File: src/hitb_pkg.sv
// Purpose: Shared constants of the host-to-tuner two-wire bridge
// Assumes: 50 MHz reference clock, 8-bit register space
// Notes:   Offsets, field positions, reset values and bit timing
package hitb_pkg;

	// Clock and tuner bus rates
	localparam int CLK_HZ       = 50_000_000;
	localparam int RATE_STD_HZ  = 100_000;
	localparam int RATE_FAST_HZ = 400_000;
	// Half bit periods round up so the bus never runs above its rate
	localparam logic [8:0] HALF_STD_CYC =
		9'((CLK_HZ + 2 * RATE_STD_HZ - 1) / (2 * RATE_STD_HZ));
	localparam logic [8:0] HALF_FAST_CYC =
		9'((CLK_HZ + 2 * RATE_FAST_HZ - 1) / (2 * RATE_FAST_HZ));

	// Host slave address: upper six bits, then the select bit
	localparam logic [5:0] HOST_ADDR_HI = 6'h2e;

	// Register offsets
	localparam logic [7:0] OFS_TGT   = 8'h55;
	localparam logic [7:0] OFS_DATA0 = 8'h56;
	localparam logic [7:0] OFS_DATA7 = 8'h5d;
	localparam logic [7:0] OFS_CTRL  = 8'h5e;
	localparam logic [7:0] OFS_RAW   = 8'hf9;
	localparam logic [7:0] OFS_STAT  = 8'hfb;
	localparam logic [7:0] OFS_MASK  = 8'hfd;
	localparam logic [7:0] OFS_CLR   = 8'hff;

	// Field positions
	localparam int CTRL_RATE_BIT = 0;
	localparam int CTRL_GO_BIT   = 2;
	localparam int CTRL_CNT_LSB  = 5;
	localparam int IRQ_DONE_BIT  = 0;
	localparam int IRQ_ERR_BIT   = 1;

	// Reset values
	localparam logic [7:0] RST_BYTE = 8'h00;
	localparam logic [2:0] RST_CNT  = 3'h0;
	localparam logic [1:0] RST_IRQ  = 2'h0;

	// Clocks after reset release before the select pin is taken
	localparam logic [1:0] SEL_WAIT = 2'h3;

endpackage

File: src/hitb_bridge.sv
// Purpose: Host two-wire slave with tuner transaction registers
// Assumes: Host bus sampled by the 50 MHz clock; no clock stretching
// Notes:   The tuner engine runs alone once launched
//
// Contract
// - Host read: subaddress write, then separate read
// - Slave address 101110, select bit, direction
// - Read phase: ack, send bytes while acked
// - Subaddress selects first of consecutive registers
// - Tuner master at 100 or 400 kbit/s
// - Tuner master is sole master, no arbitration
// - Host stages transaction, device runs it alone
// - Target register: address 7:1, direction bit 0
// - Eight data registers, lowest sent first
// - Control: count 7:5, rate 0, go 2
// - Outcome in status bits 1:0 and pin
// - Error flag set on failed transaction
// - Done flag only on normal completion
// - Interrupt pin gated by mask register
// - Raw, masked, mask and clear registers
// - Tuner write: start, address, data, stop
// - Tuner read: subaddress, stop, restart, nack last
// - Received bytes land from lowest data register
// - Select pin taken at reset release
`timescale 1ns/100ps
`default_nettype none
module hitb_bridge #(
	parameter int NUM_DATA = 8
) (
	// Clock and reset
	input  wire logic ref_clk_i,
	input  wire logic rstn_i,
	// Host two-wire port
	input  wire logic host_scl_i,
	output logic      host_scl_o,
	output logic      host_scl_oe_o,
	input  wire logic host_sda_i,
	output logic      host_sda_o,
	output logic      host_sda_oe_o,
	input  wire logic slave_addr_select_pin_i,
	output logic      host_irq_out_o,
	// Tuner two-wire port
	input  wire logic tuner_bus_clock_line_i,
	output logic      tuner_bus_clock_line_o,
	output logic      tuner_bus_clock_line_oe_o,
	input  wire logic tuner_bus_data_line_i,
	output logic      tuner_bus_data_line_o,
	output logic      tuner_bus_data_line_oe_o
);

	typedef enum logic [2:0] {
		H_IDLE, H_ADDR, H_AACK, H_RX, H_RACK, H_TX, H_TACK
	} hitb_hs_st_t;

	hitb_hs_st_t hst_r;
	logic [3:0]  hbc_r;
	logic [7:0]  hsh_r, ptr_r, rd_byte;
	logic        rw_r, sub_r, hsda_low_r;
	logic        hscl_q1, hscl_q2, hscl_q3;
	logic        hsda_q1, hsda_q2, hsda_q3;
	logic        sel_q1, sel_q2, sel_r;
	logic [1:0]  sel_cnt_r;
	logic        scl_rise, scl_fall, start_c, stop_c;

	logic [7:0]  tgt_r;
	logic [7:0]  data_r [NUM_DATA];
	logic [2:0]  cnt_r;
	logic        rate_r, busy_r, irq_r;
	logic [1:0]  mask_r, raw_r, clr, set;
	logic        wr_en;
	logic        go;
	logic        go_r;
	logic [2:0]  tm_idx;
	logic        tm_we, tm_done, tm_err;
	logic [7:0]  tm_rx;

	////////////////////////////////////////////////////////////////////
	function automatic logic in_data(input logic [7:0] a);
		in_data = (a >= hitb_pkg::OFS_DATA0) && (a <= hitb_pkg::OFS_DATA7);
	endfunction

	function automatic logic [2:0] data_idx(input logic [7:0] a);
		logic [7:0] d;
		d = a - hitb_pkg::OFS_DATA0;
		data_idx = d[2:0];
	endfunction

	////////////////////////////////////////////////////////////////////
	// Host pins are asynchronous; data uses the second stage, edges compare the second and third
	always_ff @(posedge ref_clk_i or negedge rstn_i) begin
		if (!rstn_i) begin
			{hscl_q1, hscl_q2, hscl_q3} <= 3'h7;
			{hsda_q1, hsda_q2, hsda_q3} <= 3'h7;
			{sel_q1, sel_q2} <= 2'h0;
		end else begin
			hscl_q1 <= host_scl_i;
			hscl_q2 <= hscl_q1;
			hscl_q3 <= hscl_q2;
			hsda_q1 <= host_sda_i;
			hsda_q2 <= hsda_q1;
			hsda_q3 <= hsda_q2;
			sel_q1 <= slave_addr_select_pin_i;
			sel_q2 <= sel_q1;
		end
	end

	assign scl_rise = hscl_q2 & ~hscl_q3;
	assign scl_fall = ~hscl_q2 & hscl_q3;
	assign start_c  = hscl_q2 & hscl_q3 & ~hsda_q2 & hsda_q3;
	assign stop_c   = hscl_q2 & hscl_q3 & hsda_q2 & ~hsda_q3;

	// Select level is held from just after reset until the next one
	always_ff @(posedge ref_clk_i or negedge rstn_i) begin
		if (!rstn_i) begin
			sel_cnt_r <= 2'h0;
			sel_r <= 1'b0;
		end else if (sel_cnt_r != hitb_pkg::SEL_WAIT) begin
			sel_cnt_r <= sel_cnt_r + 2'h1;
			sel_r <= sel_q2;
		end
	end

	////////////////////////////////////////////////////////////////////
	// Host slave: a write carries subaddress then data, a read streams
	always_ff @(posedge ref_clk_i or negedge rstn_i) begin
		if (!rstn_i) begin
			hst_r <= H_IDLE;
			hbc_r <= 4'h0;
			hsh_r <= 8'h00;
			ptr_r <= 8'h00;
			{rw_r, sub_r, hsda_low_r} <= 3'h0;
		end else if (start_c) begin
			hst_r <= H_ADDR;
			hbc_r <= 4'h0;
			hsda_low_r <= 1'b0;
		end else if (stop_c) begin
			hst_r <= H_IDLE;
			hsda_low_r <= 1'b0;
		end else begin
			case (hst_r)
			H_ADDR, H_RX: begin
				if (scl_rise && hbc_r != 4'h8) begin
					hsh_r <= {hsh_r[6:0], hsda_q2};
					hbc_r <= hbc_r + 4'h1;
				end
				if (scl_fall && hbc_r == 4'h8) begin
					hbc_r <= 4'h0;
					if (hst_r == H_RX) begin
						hst_r <= H_RACK;
						hsda_low_r <= 1'b1;
						sub_r <= 1'b0;
						ptr_r <= sub_r ? hsh_r : ptr_r + 8'h01;
					end else if (hsh_r[7:1] == {hitb_pkg::HOST_ADDR_HI, sel_r}) begin
						hst_r <= H_AACK;
						hsda_low_r <= 1'b1;
						rw_r <= hsh_r[0];
						sub_r <= ~hsh_r[0];
					end else begin
						hst_r <= H_IDLE;
					end
				end
			end
			H_RACK: if (scl_fall) begin
				hst_r <= H_RX;
				hsda_low_r <= 1'b0;
			end
			H_AACK, H_TACK: begin
				if (hst_r == H_TACK && scl_rise && hsda_q2) begin
					hst_r <= H_IDLE;
				end else if (scl_fall) begin
					hbc_r <= 4'h0;
					if (rw_r || hst_r == H_TACK) begin
						hst_r <= H_TX;
						hsh_r <= rd_byte;
						hsda_low_r <= ~rd_byte[7];
						ptr_r <= ptr_r + 8'h01;
					end else begin
						hst_r <= H_RX;
						hsda_low_r <= 1'b0;
					end
				end
			end
			H_TX: if (scl_fall) begin
				hbc_r <= hbc_r + 4'h1;
				if (hbc_r == 4'h7) begin
					hst_r <= H_TACK;
					hsda_low_r <= 1'b0;
				end else begin
					hsh_r <= {hsh_r[6:0], 1'b0};
					hsda_low_r <= ~hsh_r[6];
				end
			end
			default: hsda_low_r <= 1'b0;
			endcase
		end
	end

	assign wr_en = (hst_r == H_RX) && scl_fall && (hbc_r == 4'h8) && !sub_r;

	////////////////////////////////////////////////////////////////////
	// Register read decode; reserved bits read zero
	always_comb begin
		rd_byte = 8'h00;
		if (in_data(ptr_r))
			rd_byte = data_r[data_idx(ptr_r)];
		else
			case (ptr_r)
			hitb_pkg::OFS_TGT:  rd_byte = tgt_r;
			hitb_pkg::OFS_CTRL: rd_byte = {cnt_r, 2'h0, busy_r, 1'b0, rate_r};
			hitb_pkg::OFS_RAW:  rd_byte = {6'h00, raw_r};
			hitb_pkg::OFS_STAT: rd_byte = {6'h00, raw_r & mask_r};
			hitb_pkg::OFS_MASK: rd_byte = {6'h00, mask_r};
			default:            rd_byte = 8'h00;
			endcase
	end

	////////////////////////////////////////////////////////////////////
	// Staging registers written by the host
	always_ff @(posedge ref_clk_i or negedge rstn_i) begin
		if (!rstn_i) begin
			tgt_r <= hitb_pkg::RST_BYTE;
			cnt_r <= hitb_pkg::RST_CNT;
			rate_r <= 1'b0;
			mask_r <= hitb_pkg::RST_IRQ;
		end else if (wr_en) begin
			if (ptr_r == hitb_pkg::OFS_TGT)
				tgt_r <= hsh_r;
			if (ptr_r == hitb_pkg::OFS_CTRL) begin
				cnt_r <= hsh_r[hitb_pkg::CTRL_CNT_LSB +: 3];
				rate_r <= hsh_r[hitb_pkg::CTRL_RATE_BIT];
			end
			if (ptr_r == hitb_pkg::OFS_MASK)
				mask_r <= hsh_r[1:0];
		end
	end

	// Tuner results overwrite host data while a read runs
	always_ff @(posedge ref_clk_i or negedge rstn_i) begin
		if (!rstn_i) begin
			for (int i = 0; i < NUM_DATA; i++)
				data_r[i] <= hitb_pkg::RST_BYTE;
		end else if (tm_we) begin
			data_r[tm_idx] <= tm_rx;
		end else if (wr_en && in_data(ptr_r)) begin
			data_r[data_idx(ptr_r)] <= hsh_r;
		end
	end

	// Go only launches from idle; it reads back as busy
	assign go = wr_en && (ptr_r == hitb_pkg::OFS_CTRL) &&
		hsh_r[hitb_pkg::CTRL_GO_BIT] && !busy_r;

	// Launch a clock late so the engine takes the count and rate just written
	always_ff @(posedge ref_clk_i or negedge rstn_i) begin
		if (!rstn_i)
			go_r <= 1'b0;
		else
			go_r <= go;
	end

	always_ff @(posedge ref_clk_i or negedge rstn_i) begin
		if (!rstn_i)
			busy_r <= 1'b0;
		else if (go)
			busy_r <= 1'b1;
		else if (tm_done || tm_err)
			busy_r <= 1'b0;
	end

	////////////////////////////////////////////////////////////////////
	// Sticky flags: a new event beats a clear in the same cycle
	assign clr = (wr_en && ptr_r == hitb_pkg::OFS_CLR) ? hsh_r[1:0] : 2'h0;
	assign set = {tm_err, tm_done};

	always_ff @(posedge ref_clk_i or negedge rstn_i) begin
		if (!rstn_i) begin
			raw_r <= hitb_pkg::RST_IRQ;
			irq_r <= 1'b0;
		end else begin
			raw_r <= (raw_r & ~clr) | set;
			irq_r <= |(raw_r & mask_r);
		end
	end

	////////////////////////////////////////////////////////////////////
	hitb_tuner_master u_tm (
		.ref_clk_i                 (ref_clk_i),
		.rstn_i                    (rstn_i),
		.start_i                   (go_r),
		.rate_fast_i               (rate_r),
		.tgt_addr_i                (tgt_r),
		.count_i                   (cnt_r),
		.tx_byte_i                 (data_r[tm_idx]),
		.byte_idx_o                (tm_idx),
		.rx_we_o                   (tm_we),
		.rx_data_o                 (tm_rx),
		.done_o                    (tm_done),
		.err_o                     (tm_err),
		.tuner_bus_clock_line_i    (tuner_bus_clock_line_i),
		.tuner_bus_clock_line_o    (tuner_bus_clock_line_o),
		.tuner_bus_clock_line_oe_o (tuner_bus_clock_line_oe_o),
		.tuner_bus_data_line_i     (tuner_bus_data_line_i),
		.tuner_bus_data_line_o     (tuner_bus_data_line_o),
		.tuner_bus_data_line_oe_o  (tuner_bus_data_line_oe_o)
	);

	// Host clock is never stretched
	assign host_scl_o     = 1'b0;
	assign host_scl_oe_o  = 1'b0;
	assign host_sda_o     = 1'b0;
	assign host_sda_oe_o  = hsda_low_r;
	assign host_irq_out_o = irq_r;

endmodule // hitb_bridge
`default_nettype wire

File: src/hitb_tuner_master.sv
// Purpose: Single-master two-wire engine toward the tuner
// Assumes: Sole master on its bus; slave may stretch the clock
// Notes:   A read sends data byte 0 as subaddress, stops, restarts
`timescale 1ns/100ps
`default_nettype none
module hitb_tuner_master (
	// Clock and reset
	input  wire logic       ref_clk_i,
	input  wire logic       rstn_i,
	// Transaction control
	input  wire logic       start_i,
	input  wire logic       rate_fast_i,
	input  wire logic [7:0] tgt_addr_i,
	input  wire logic [2:0] count_i,
	input  wire logic [7:0] tx_byte_i,
	output logic      [2:0] byte_idx_o,
	output logic            rx_we_o,
	output logic      [7:0] rx_data_o,
	output logic            done_o,
	output logic            err_o,
	// Tuner bus pins
	input  wire logic       tuner_bus_clock_line_i,
	output logic            tuner_bus_clock_line_o,
	output logic            tuner_bus_clock_line_oe_o,
	input  wire logic       tuner_bus_data_line_i,
	output logic            tuner_bus_data_line_o,
	output logic            tuner_bus_data_line_oe_o
);

	typedef enum logic [1:0] {T_IDLE, T_START, T_BIT, T_STOP} hitb_tm_st_t;

	hitb_tm_st_t st_r;
	logic [1:0]  ph_r;
	logic [8:0]  tmr_r;
	logic [3:0]  bc_r, idx_r, n_r;
	logic [7:0]  sh_r, ad_r;
	logic        rx_r, hdr_r, rdph_r, again_r, fail_r, fast_r;
	logic        scl_low_r, sda_low_r, done_r, errp_r, rx_we_r;
	logic        scl_q1, scl_q2, sda_q1, sda_q2;
	logic        stretch, tick;
	logic [8:0]  half;

	////////////////////////////////////////////////////////////////////
	always_ff @(posedge ref_clk_i or negedge rstn_i) begin
		if (!rstn_i) begin
			{scl_q1, scl_q2, sda_q1, sda_q2} <= 4'hf;
		end else begin
			scl_q1 <= tuner_bus_clock_line_i;
			scl_q2 <= scl_q1;
			sda_q1 <= tuner_bus_data_line_i;
			sda_q2 <= sda_q1;
		end
	end

	// A released clock held low by the slave freezes the timer
	assign stretch = ~scl_low_r & ~scl_q2;
	assign tick    = (tmr_r == 9'h000) & ~stretch;
	assign half    = fast_r ? hitb_pkg::HALF_FAST_CYC : hitb_pkg::HALF_STD_CYC;

	always_ff @(posedge ref_clk_i or negedge rstn_i) begin
		if (!rstn_i)
			tmr_r <= hitb_pkg::HALF_STD_CYC;
		else if (st_r == T_IDLE || tick)
			tmr_r <= half;
		else if (!stretch)
			tmr_r <= tmr_r - 9'h001;
	end

	////////////////////////////////////////////////////////////////////
	// No arbitration: the bus is assumed to be ours alone
	always_ff @(posedge ref_clk_i or negedge rstn_i) begin
		if (!rstn_i) begin
			st_r <= T_IDLE;
			ph_r <= 2'h0;
			bc_r <= 4'h0;
			idx_r <= 4'h0;
			n_r <= 4'h0;
			sh_r <= 8'h00;
			ad_r <= 8'h00;
			{rx_r, hdr_r, rdph_r, again_r, fail_r, fast_r} <= 6'h00;
			{scl_low_r, sda_low_r, done_r, errp_r, rx_we_r} <= 5'h00;
		end else begin
			done_r <= 1'b0;
			errp_r <= 1'b0;
			rx_we_r <= 1'b0;
			if (rx_we_r)
				idx_r <= idx_r + 4'h1;
			case (st_r)
			T_IDLE: if (start_i) begin
				st_r <= T_START;
				ph_r <= 2'h0;
				ad_r <= tgt_addr_i;
				fast_r <= rate_fast_i;
				n_r <= (count_i == 3'h0) ? 4'h8 : {1'b0, count_i};
				{rdph_r, again_r, fail_r} <= 3'h0;
				idx_r <= 4'h0;
			end
			T_START: begin
				if (ph_r == 2'h0) begin
					scl_low_r <= 1'b0;
					sda_low_r <= 1'b0;
					if (tick) begin
						ph_r <= 2'h1;
						sda_low_r <= 1'b1;
					end
				end else if (tick) begin
					scl_low_r <= 1'b1;
					st_r <= T_BIT;
					ph_r <= 2'h0;
					bc_r <= 4'h0;
					{hdr_r, rx_r} <= 2'b10;
					sh_r <= {ad_r[7:1], rdph_r};
				end
			end
			T_BIT: begin
				if (ph_r == 2'h0) begin
					// Ack every read byte but the last
					sda_low_r <= (bc_r != 4'h8) ? (~rx_r & ~sh_r[7]) :
						(rx_r & (idx_r != 4'(n_r - 4'h1)));
					if (tick) begin
						ph_r <= 2'h1;
						scl_low_r <= 1'b0;
					end
				end else if (tick) begin
					scl_low_r <= 1'b1;
					ph_r <= 2'h0;
					if (bc_r != 4'h8) begin
						sh_r <= {sh_r[6:0], sda_q2};
						bc_r <= bc_r + 4'h1;
					end else begin
						bc_r <= 4'h0;
						if (rx_r) begin
							rx_we_r <= 1'b1;
							if (idx_r == 4'(n_r - 4'h1))
								st_r <= T_STOP;
						end else if (sda_q2) begin
							fail_r <= 1'b1;
							st_r <= T_STOP;
						end else if (hdr_r && rdph_r) begin
							{hdr_r, rx_r} <= 2'b01;
						end else if (hdr_r || (!ad_r[0] && idx_r != n_r)) begin
							hdr_r <= 1'b0;
							sh_r <= tx_byte_i;
							idx_r <= idx_r + 4'h1;
						end else begin
							again_r <= ad_r[0];
							idx_r <= 4'h0;
							st_r <= T_STOP;
						end
					end
				end
			end
			T_STOP: begin
				if (ph_r == 2'h0) begin
					sda_low_r <= 1'b1;
					if (tick) begin
						ph_r <= 2'h1;
						scl_low_r <= 1'b0;
					end
				end else if (ph_r == 2'h1) begin
					if (tick) begin
						ph_r <= 2'h2;
						sda_low_r <= 1'b0;
					end
				end else if (tick) begin
					ph_r <= 2'h0;
					if (again_r && !fail_r) begin
						again_r <= 1'b0;
						rdph_r <= 1'b1;
						st_r <= T_START;
					end else begin
						st_r <= T_IDLE;
						done_r <= ~fail_r;
						errp_r <= fail_r;
					end
				end
			end
			default: st_r <= T_IDLE;
			endcase
		end
	end

	assign byte_idx_o = idx_r[2:0];
	assign rx_we_o    = rx_we_r;
	assign rx_data_o  = sh_r;
	assign done_o     = done_r;
	assign err_o      = errp_r;
	assign tuner_bus_clock_line_o    = 1'b0;
	assign tuner_bus_clock_line_oe_o = scl_low_r;
	assign tuner_bus_data_line_o     = 1'b0;
	assign tuner_bus_data_line_oe_o  = sda_low_r;

endmodule // hitb_tuner_master
`default_nettype wire

File: config.mk
export PLATFORM = sky130hd
export DESIGN_NAME = hitb_bridge
export DESIGN_NICKNAME = d
export VERILOG_FILES = /design/src/hitb_pkg.sv /design/src/hitb_bridge.sv /design/src/hitb_tuner_master.sv
export SDC_FILE = /design/constraint.sdc
export NUM_CORES = 1
export LEC_CHECK = 0
export CAP_MARGIN = 20
export CORE_UTILIZATION = 69
export DETAILED_ROUTE_END_ITERATION = 10
export DONT_BUFFER_PORTS = 1
export PLACE_DENSITY = 0.85
export SLEW_MARGIN = 30
export SYNTH_ARGS = -nofsm -noshare
export SYNTH_HDL_FRONTEND = slang
export SYNTH_SLANG_ARGS = --single-unit
File: constraint.sdc
create_clock -name ref_clk_i -period 6.7 [get_ports ref_clk_i]
set_input_delay 0.335 -clock ref_clk_i [delete_from_list [all_inputs] [get_ports ref_clk_i]]
set_output_delay 0.335 -clock ref_clk_i [all_outputs]
set_load 0.005 [all_outputs]
# --- After elaboration in Yosys (flattened, before gate mapping) ---
# Cells that the tools add are included.
classes:
  n_addsub: 8
  multipliers: 0
  div: 0
  n_lt_le_gt_ge: 6
  eq_ne: 76
  n_shift: 0
  n_mux: 191
  n_bitwise: 33
  reduce_logical: 68
op_table:
  columns: ["operator", "n"]
  rows:
  - ["$mux W8", 29]
  - ["$bwmux W64", 2]
  - ["$mux W64", 2]
  - ["$mux W4", 22]
  - ["$mux W1", 80]
  - ["$bmux W8 S3", 2]
  - ["$demux W8 S3", 2]
  - ["$mux W2", 22]
  - ["$ne A2 B2 Y1 const B", 21]
  - ["$pmux W8 S5", 1]
  - ["$ne A4 B4 Y1 const B", 9]
  - ["$reduce_and A6 Y1", 6]
  - ["$eq A8 B8 Y1 const B", 4]
  - ["$pmux W8 S2", 2]
  - ["$mux W3", 10]
  - ["$reduce_and A9 Y1", 3]
  - ["$pmux W8 S3", 1]
  - ["$logic_and A1 B1 Y1", 18]
  - ["$mux W9", 2]
  - ["$ne A3 B3 Y1 const B", 6]
  - ["$eq A8 B7 Y1 const B", 2]
  - ["$ne A2 B1 Y1 const B", 8]
  - ["$not A1 Y1", 16]
  - ["$pmux W4 S2", 2]
  - ["other kinds (52)", 110]
totals:
  register_bits: 176
  latchBits: 0
  mem_bits_rw: 0
  romBits: 0
  in_bits: 7
  out_inout_bits: 9
  wordCells: 438
  memories: 0

# --- Depth between registers and ports, before layout ---
logic_depth:
  depth_word: 13
  mapped_depth: 11
  ltp_nobuf: 8

# --- By module ---
# Synthesis repeated with hierarchy kept, for this count alone.
hier_totals:
  cells_unflattened: 1060
  area_unflattened_um2: 10704.0
modules_own_cells:
  columns: ["mod", "n_inst", "cells_each", "area_per_inst_um2", "seq_area_each_um2"]
  rows:
  - ["hitb_bridge", 1, 744, 7642.3, 3010.4]
  - ["hitb_tuner_master", 1, 316, 3061.7, 1413.9]

# --- Worst setup path before layout ---
# No wires, ideal clock.
synth_timing:
  path_kind: "reg-to-reg"
  start: "register ptr_r[1]"
  end: "register data_r[16] (netlist bit)"
  arrival_time_ns: 2.942
  required_ns: 6.582
  path_slack_ns: 3.640
  stages_incl_launch_ff: 12
  path_cell_list: "dfrtp_1 -> clkbuf_1 -> buf_1 -> inv_1 -> ha_1 -> clkbuf_1 -> nand3_1 -> a211oi_1 -> and4b_1 -> clkbuf_1 -> nor2_1 -> a21o_1"
synth_via:
  elab_chain_len: 9
  word_cells_on_any_way: 15
synth_rtl:
  columns: ["element", "line", "text"]
  rows:
  - ["start, declared", "hitb_bridge.sv:57", "logic [7:0] hsh_r, ptr_r, rd_byte;"]
  - ["start signal, assigned", "hitb_bridge.sv:152", "ptr_r <= sub_r ? hsh_r : ptr_r + 8'h01;"]
  - ["start signal, assigned", "hitb_bridge.sv:176", "ptr_r <= ptr_r + 8'h01;"]
  - ["$sub A3 B3 Y3", "hitb_bridge.sv:84", "d = a - hitb_pkg::OFS_DATA0;"]
  - ["$not A3 Y4 (implied by the code)", "hitb_bridge.sv:245", "data_r[data_idx(ptr_r)] <= hsh_r;"]
  - ["$ge A4 B4 Y1 (implied by the code) / $lt A4 B1 Y1 (equally long branches)", "hitb_bridge.sv:245", null]
  - ["$logic_and A1 B1 Y1 (implied by the code)", "hitb_bridge.sv:245", null]
  - ["$mux W8 (implied by the code)", "hitb_bridge.sv:245", null]
  - ["$demux W8 S3", "hitb_bridge.sv:245", null]
  - ["$bwmux W64", "hitb_bridge.sv:245", null]
  - ["$mux W64", "hitb_bridge.sv:244", "end else if (wr_en && in_data(ptr_r)) begin"]
  - ["$mux W64", "hitb_bridge.sv:242", "end else if (tm_we) begin"]
  - ["end signal, assigned by index", "hitb_bridge.sv:241", "data_r[i] <= hitb_pkg::RST_BYTE;"]
  - ["end signal, assigned by index", "hitb_bridge.sv:243", "data_r[tm_idx] <= tm_rx;"]
  - ["end signal, assigned by index", "hitb_bridge.sv:245", null]
  - ["end, declared", "hitb_bridge.sv:66", "logic [7:0] data_r [NUM_DATA];"]
# Parallel ways exist; a longest one is shown, timed or not. The select of a mux whose other input is x is not followed.
# A chain may end at the register's enable or synchronous reset.

# --- Worst setup path after layout ---
layout_timing:
  start: "register ptr_r[1]"
  end: "register data_r[24] (netlist bit)"
# Same word-level chain as after synthesis.

==> summary.md <==
| Metric | Value |
|---|---|
| CP cell instances | `ha_1 > o21a_1 > o221ai_1 > a211oi_2 > nor3b_1 > nand2_1 > o21ai_0` |
| DR WL/cell | `22.9 um` |
| Clock sinks | `176` |
| CP endpoint kind | `flip-flop` |
| Antenna cell count | `0` |
| Mapped Cells | `1033` |
| Worst min-delay path class | `flip-flop to flip-flop` |
| Commonest non-fill, non-tap cell in the layout | `dfrtp_1` |
| Clock period minus worst slack | `3.63 ns` |
| Number of synthesized flops with an enable pin | `0` |
| Tcrit/Tclk final | `54.2%` |
| First-pass GRT wire length | `42900 um` |
| Avg Inst Size Synth | `9.92 um^2` |
| Commonest cells after routing, fill and taps aside | `160 x dfrtp_1, 72 x nor2_1, 71 x nand2_1, 69 x o21ai_0, 60 x a21oi_1` |
| Tightest Pin Transition | `0.960 ns` |
| Yosys reg bits | `176` |
| Dpl cell area | `slightly above 10000 um^2` |
| Worst Clk Skew | `0.00876 ns` |
| Setup TNS | `0 ns` |
| Clk buf depth | `2` |
| IO Port Bufs | `0` |
| P per Cell Area | `203 nW/um^2` |
| Post-route cell area | `10900 um^2` |
| Hold WS | `0.357 ns` |
| Status | `finished, final reports clean` |
| Largest net degree at the start of global routing | `177` |
| Post-route ant nets | `0` |
| DR vias/cell | `7.15` |
| Final HPWL DP | `about 18000 um` |
| TritonRoute pass-1 iters | `6` |
| Critical path peak fanout | `22` |
| Die width | `124 um` |
| Drt drc | `0` |
| Critical Path AT | `around 4.0 ns` |
| Post-synthesis sequential area ratio | `43.2%` |
| Post-synthesis cell area | `between 10000 and 15000 um^2` |
| Total CTS buffers | `17` |
| Netlist cell types | `77` |
| Static Leak | `around 0.0046 uW` |
| # H-tree levels | `4` |
| RSZ-0062 raised after global routing | `no` |
| Final core utilization | `about three quarters` |
| Total GRT Usage | `between 30% and 40%` |
| Clock transition at path regs | `0.07 ns` |
| Initial core utilization | `70.5%` |
| Postcts setup bufs | `0` |
| Relative slew slack | `36.0%` |
| Synthesis warning total | `0` |
| CTS tree | `done` |
| Detailed Route WL | `27300 um` |
| CTS root buf | `clkbuf_16` |
| Maxcap violations | `0` |
| CP max-delay cell | `dfrtp_1` |
| Syn-to-layout area delta | `6.58%` |
| Achievable clock frequency | `0.275 GHz` |
| Layout cell share with drive strength beyond 1 | `between 10% and 20%` |
| Initial DRC Count | `1166` |
| I/O pin cnt | `16` |
| Critical path launch point type | `flip-flop` |
| Gp weighted congestion | `about 1` |
| Worst Path Required | `approximately 7 ns` |
| Hold Vio Cnt, Final | `0` |
| Grt total ovfl | `0` |
| Vias in the first global route | `about 8000` |
| Top cell type's share of synthesized area | `39.1%` |
| Die Y-Extent | `124 um` |
| Synth area leaders | `dfrtp_1 39%, mux4_2 4.4%, dfstp_2 4.1%` |
| Max-slew violations | `0` |
| Rows | `44` |
| Final nets | `1020` |
| Crit-path max cell delay | `0.97 ns` |
| Overall power | `2210 uW` |
| Dominant cell type by area after synthesis | `dfrtp_1` |
| Die area | `15300 um^2` |
| Crit Path Class | `flip-flop to flip-flop` |
| Clk Latency, worst-skew pair | `between 0.4 and 0.5 ns` |
| Core area | `14500 um^2` |
| Initial antenna violation count | `0` |
| Most used flip-flop cell after synthesis | `dfrtp_1` |
| Async SR Flop Fraction | `between 90% and 100%` |
| Via count | `between 8000 and 9000` |
| Final setup violation count | `0` |
| Worst-case vdd ir drop | `about 0.20 mV` |
==> stage by stage <==
step,setup WS [ns],cells
after floorplan,3.64,1037
after global placement,3.12,1150
after detailed placement,3.29,1150
after CTS,3.25,1189
after global routing,2.96,1189
final,3.07,1189
==> synth_stat cells (21+ instances only) <==
cell type  instances
dfrtp_1          160
ha_1              21
nand2_1           71
o21ai_0           69
mux2_2            35
inv_1             31
mux2i_1           32
nor2_1            72
a21o_1            27
clkbuf_1          63
a21oi_1           62
a22o_1            34
==> final timing paths <==
kind / from / to / slack, ns / depth (start not counted)
max: ptr_r[1] / data_r[24] / 3.07 / 7
min: sel_q1 / sel_q2 / 0.36 / 0
max reg2reg: ptr_r[1] / data_r[24] / 3.07 / 7
min reg2reg: sel_q1 / sel_q2 / 0.36 / 0
max in group asynchronous: rstn_i / u_tm.rx_data_o[2] / 5.38 / 2
min in group asynchronous: rstn_i / u_tm.idx_r[3] / 0.61 / 2
==> where the power goes <==
part / switching, uW / internal [uW]
combinational: 74.8 / 34.2
clock: 456 / 528
sequential: 36.7 / 1080
total: 567 / 1650
==> flip-flops by register name (all words and copies together), names as in the netlist, 4 cells and up <==
name	count
data_r	64
u_tm.tmr_r	9
hsh_r	8
ptr_r	8
tgt_r	8
u_tm.ad_r	8
u_tm.rx_data_o	8
hbc_r	4
u_tm.bc_r	4
u_tm.idx_r	4
u_tm.n_r	4
==> logic make-up after synthesis <==
logic type      share of synthesized area, %
compound gates                          22.5
simple gates                            14.4
flops                                   43.2
buf+inv                                 4.30
mux                                     11.4
fa+ha+maj                               2.57
xor+xnor                                1.60
other cells                           0.0366
==> critical path: cells and delay by family (launching register included) <==
family                     cells  cell delay (ns)
and+or+nand+nor                2             0.70
adders and majority gates      1             0.45
AOI/OAI and AO/OA              4             1.40
DFF                            1             0.97
==> per-layer routing <==
| layer | share of wire [%] | vias to the layer above | track usage, % |
|---|---|---|---|
| li1 | - | 3748 | - |
| met1 | 40 | 4135 | 52.3 |
| met2 | 44 | 523 | 55.1 |
| met3 | 11 | 96 | 10.5 |
| met4 | 4.7 | 0 | 18.3 |
| met5 | 0 | - | 0 |
==> final cells by class <==
cell class / count / area [um^2]
Tap cell: 184 / 230
Clock buffer: 19 / 433
Fill cell: 1004 / 3620
Clock inverter: 13 / 148
Inverter: 31 / 116
Multi-Input combinational cell: 752 / 5430
Timing Repair Buffer: 14 / 140
Sequential cell: 176 / 4420
==> repair_timing <==
action	in CTS	in global routing
hold buffers	7	0
resized for setup	0	0
endpoints found under the setup margin	0	0
endpoints found under the hold margin	181	0
No activity file was read; power rests on OpenSTA's default activity.
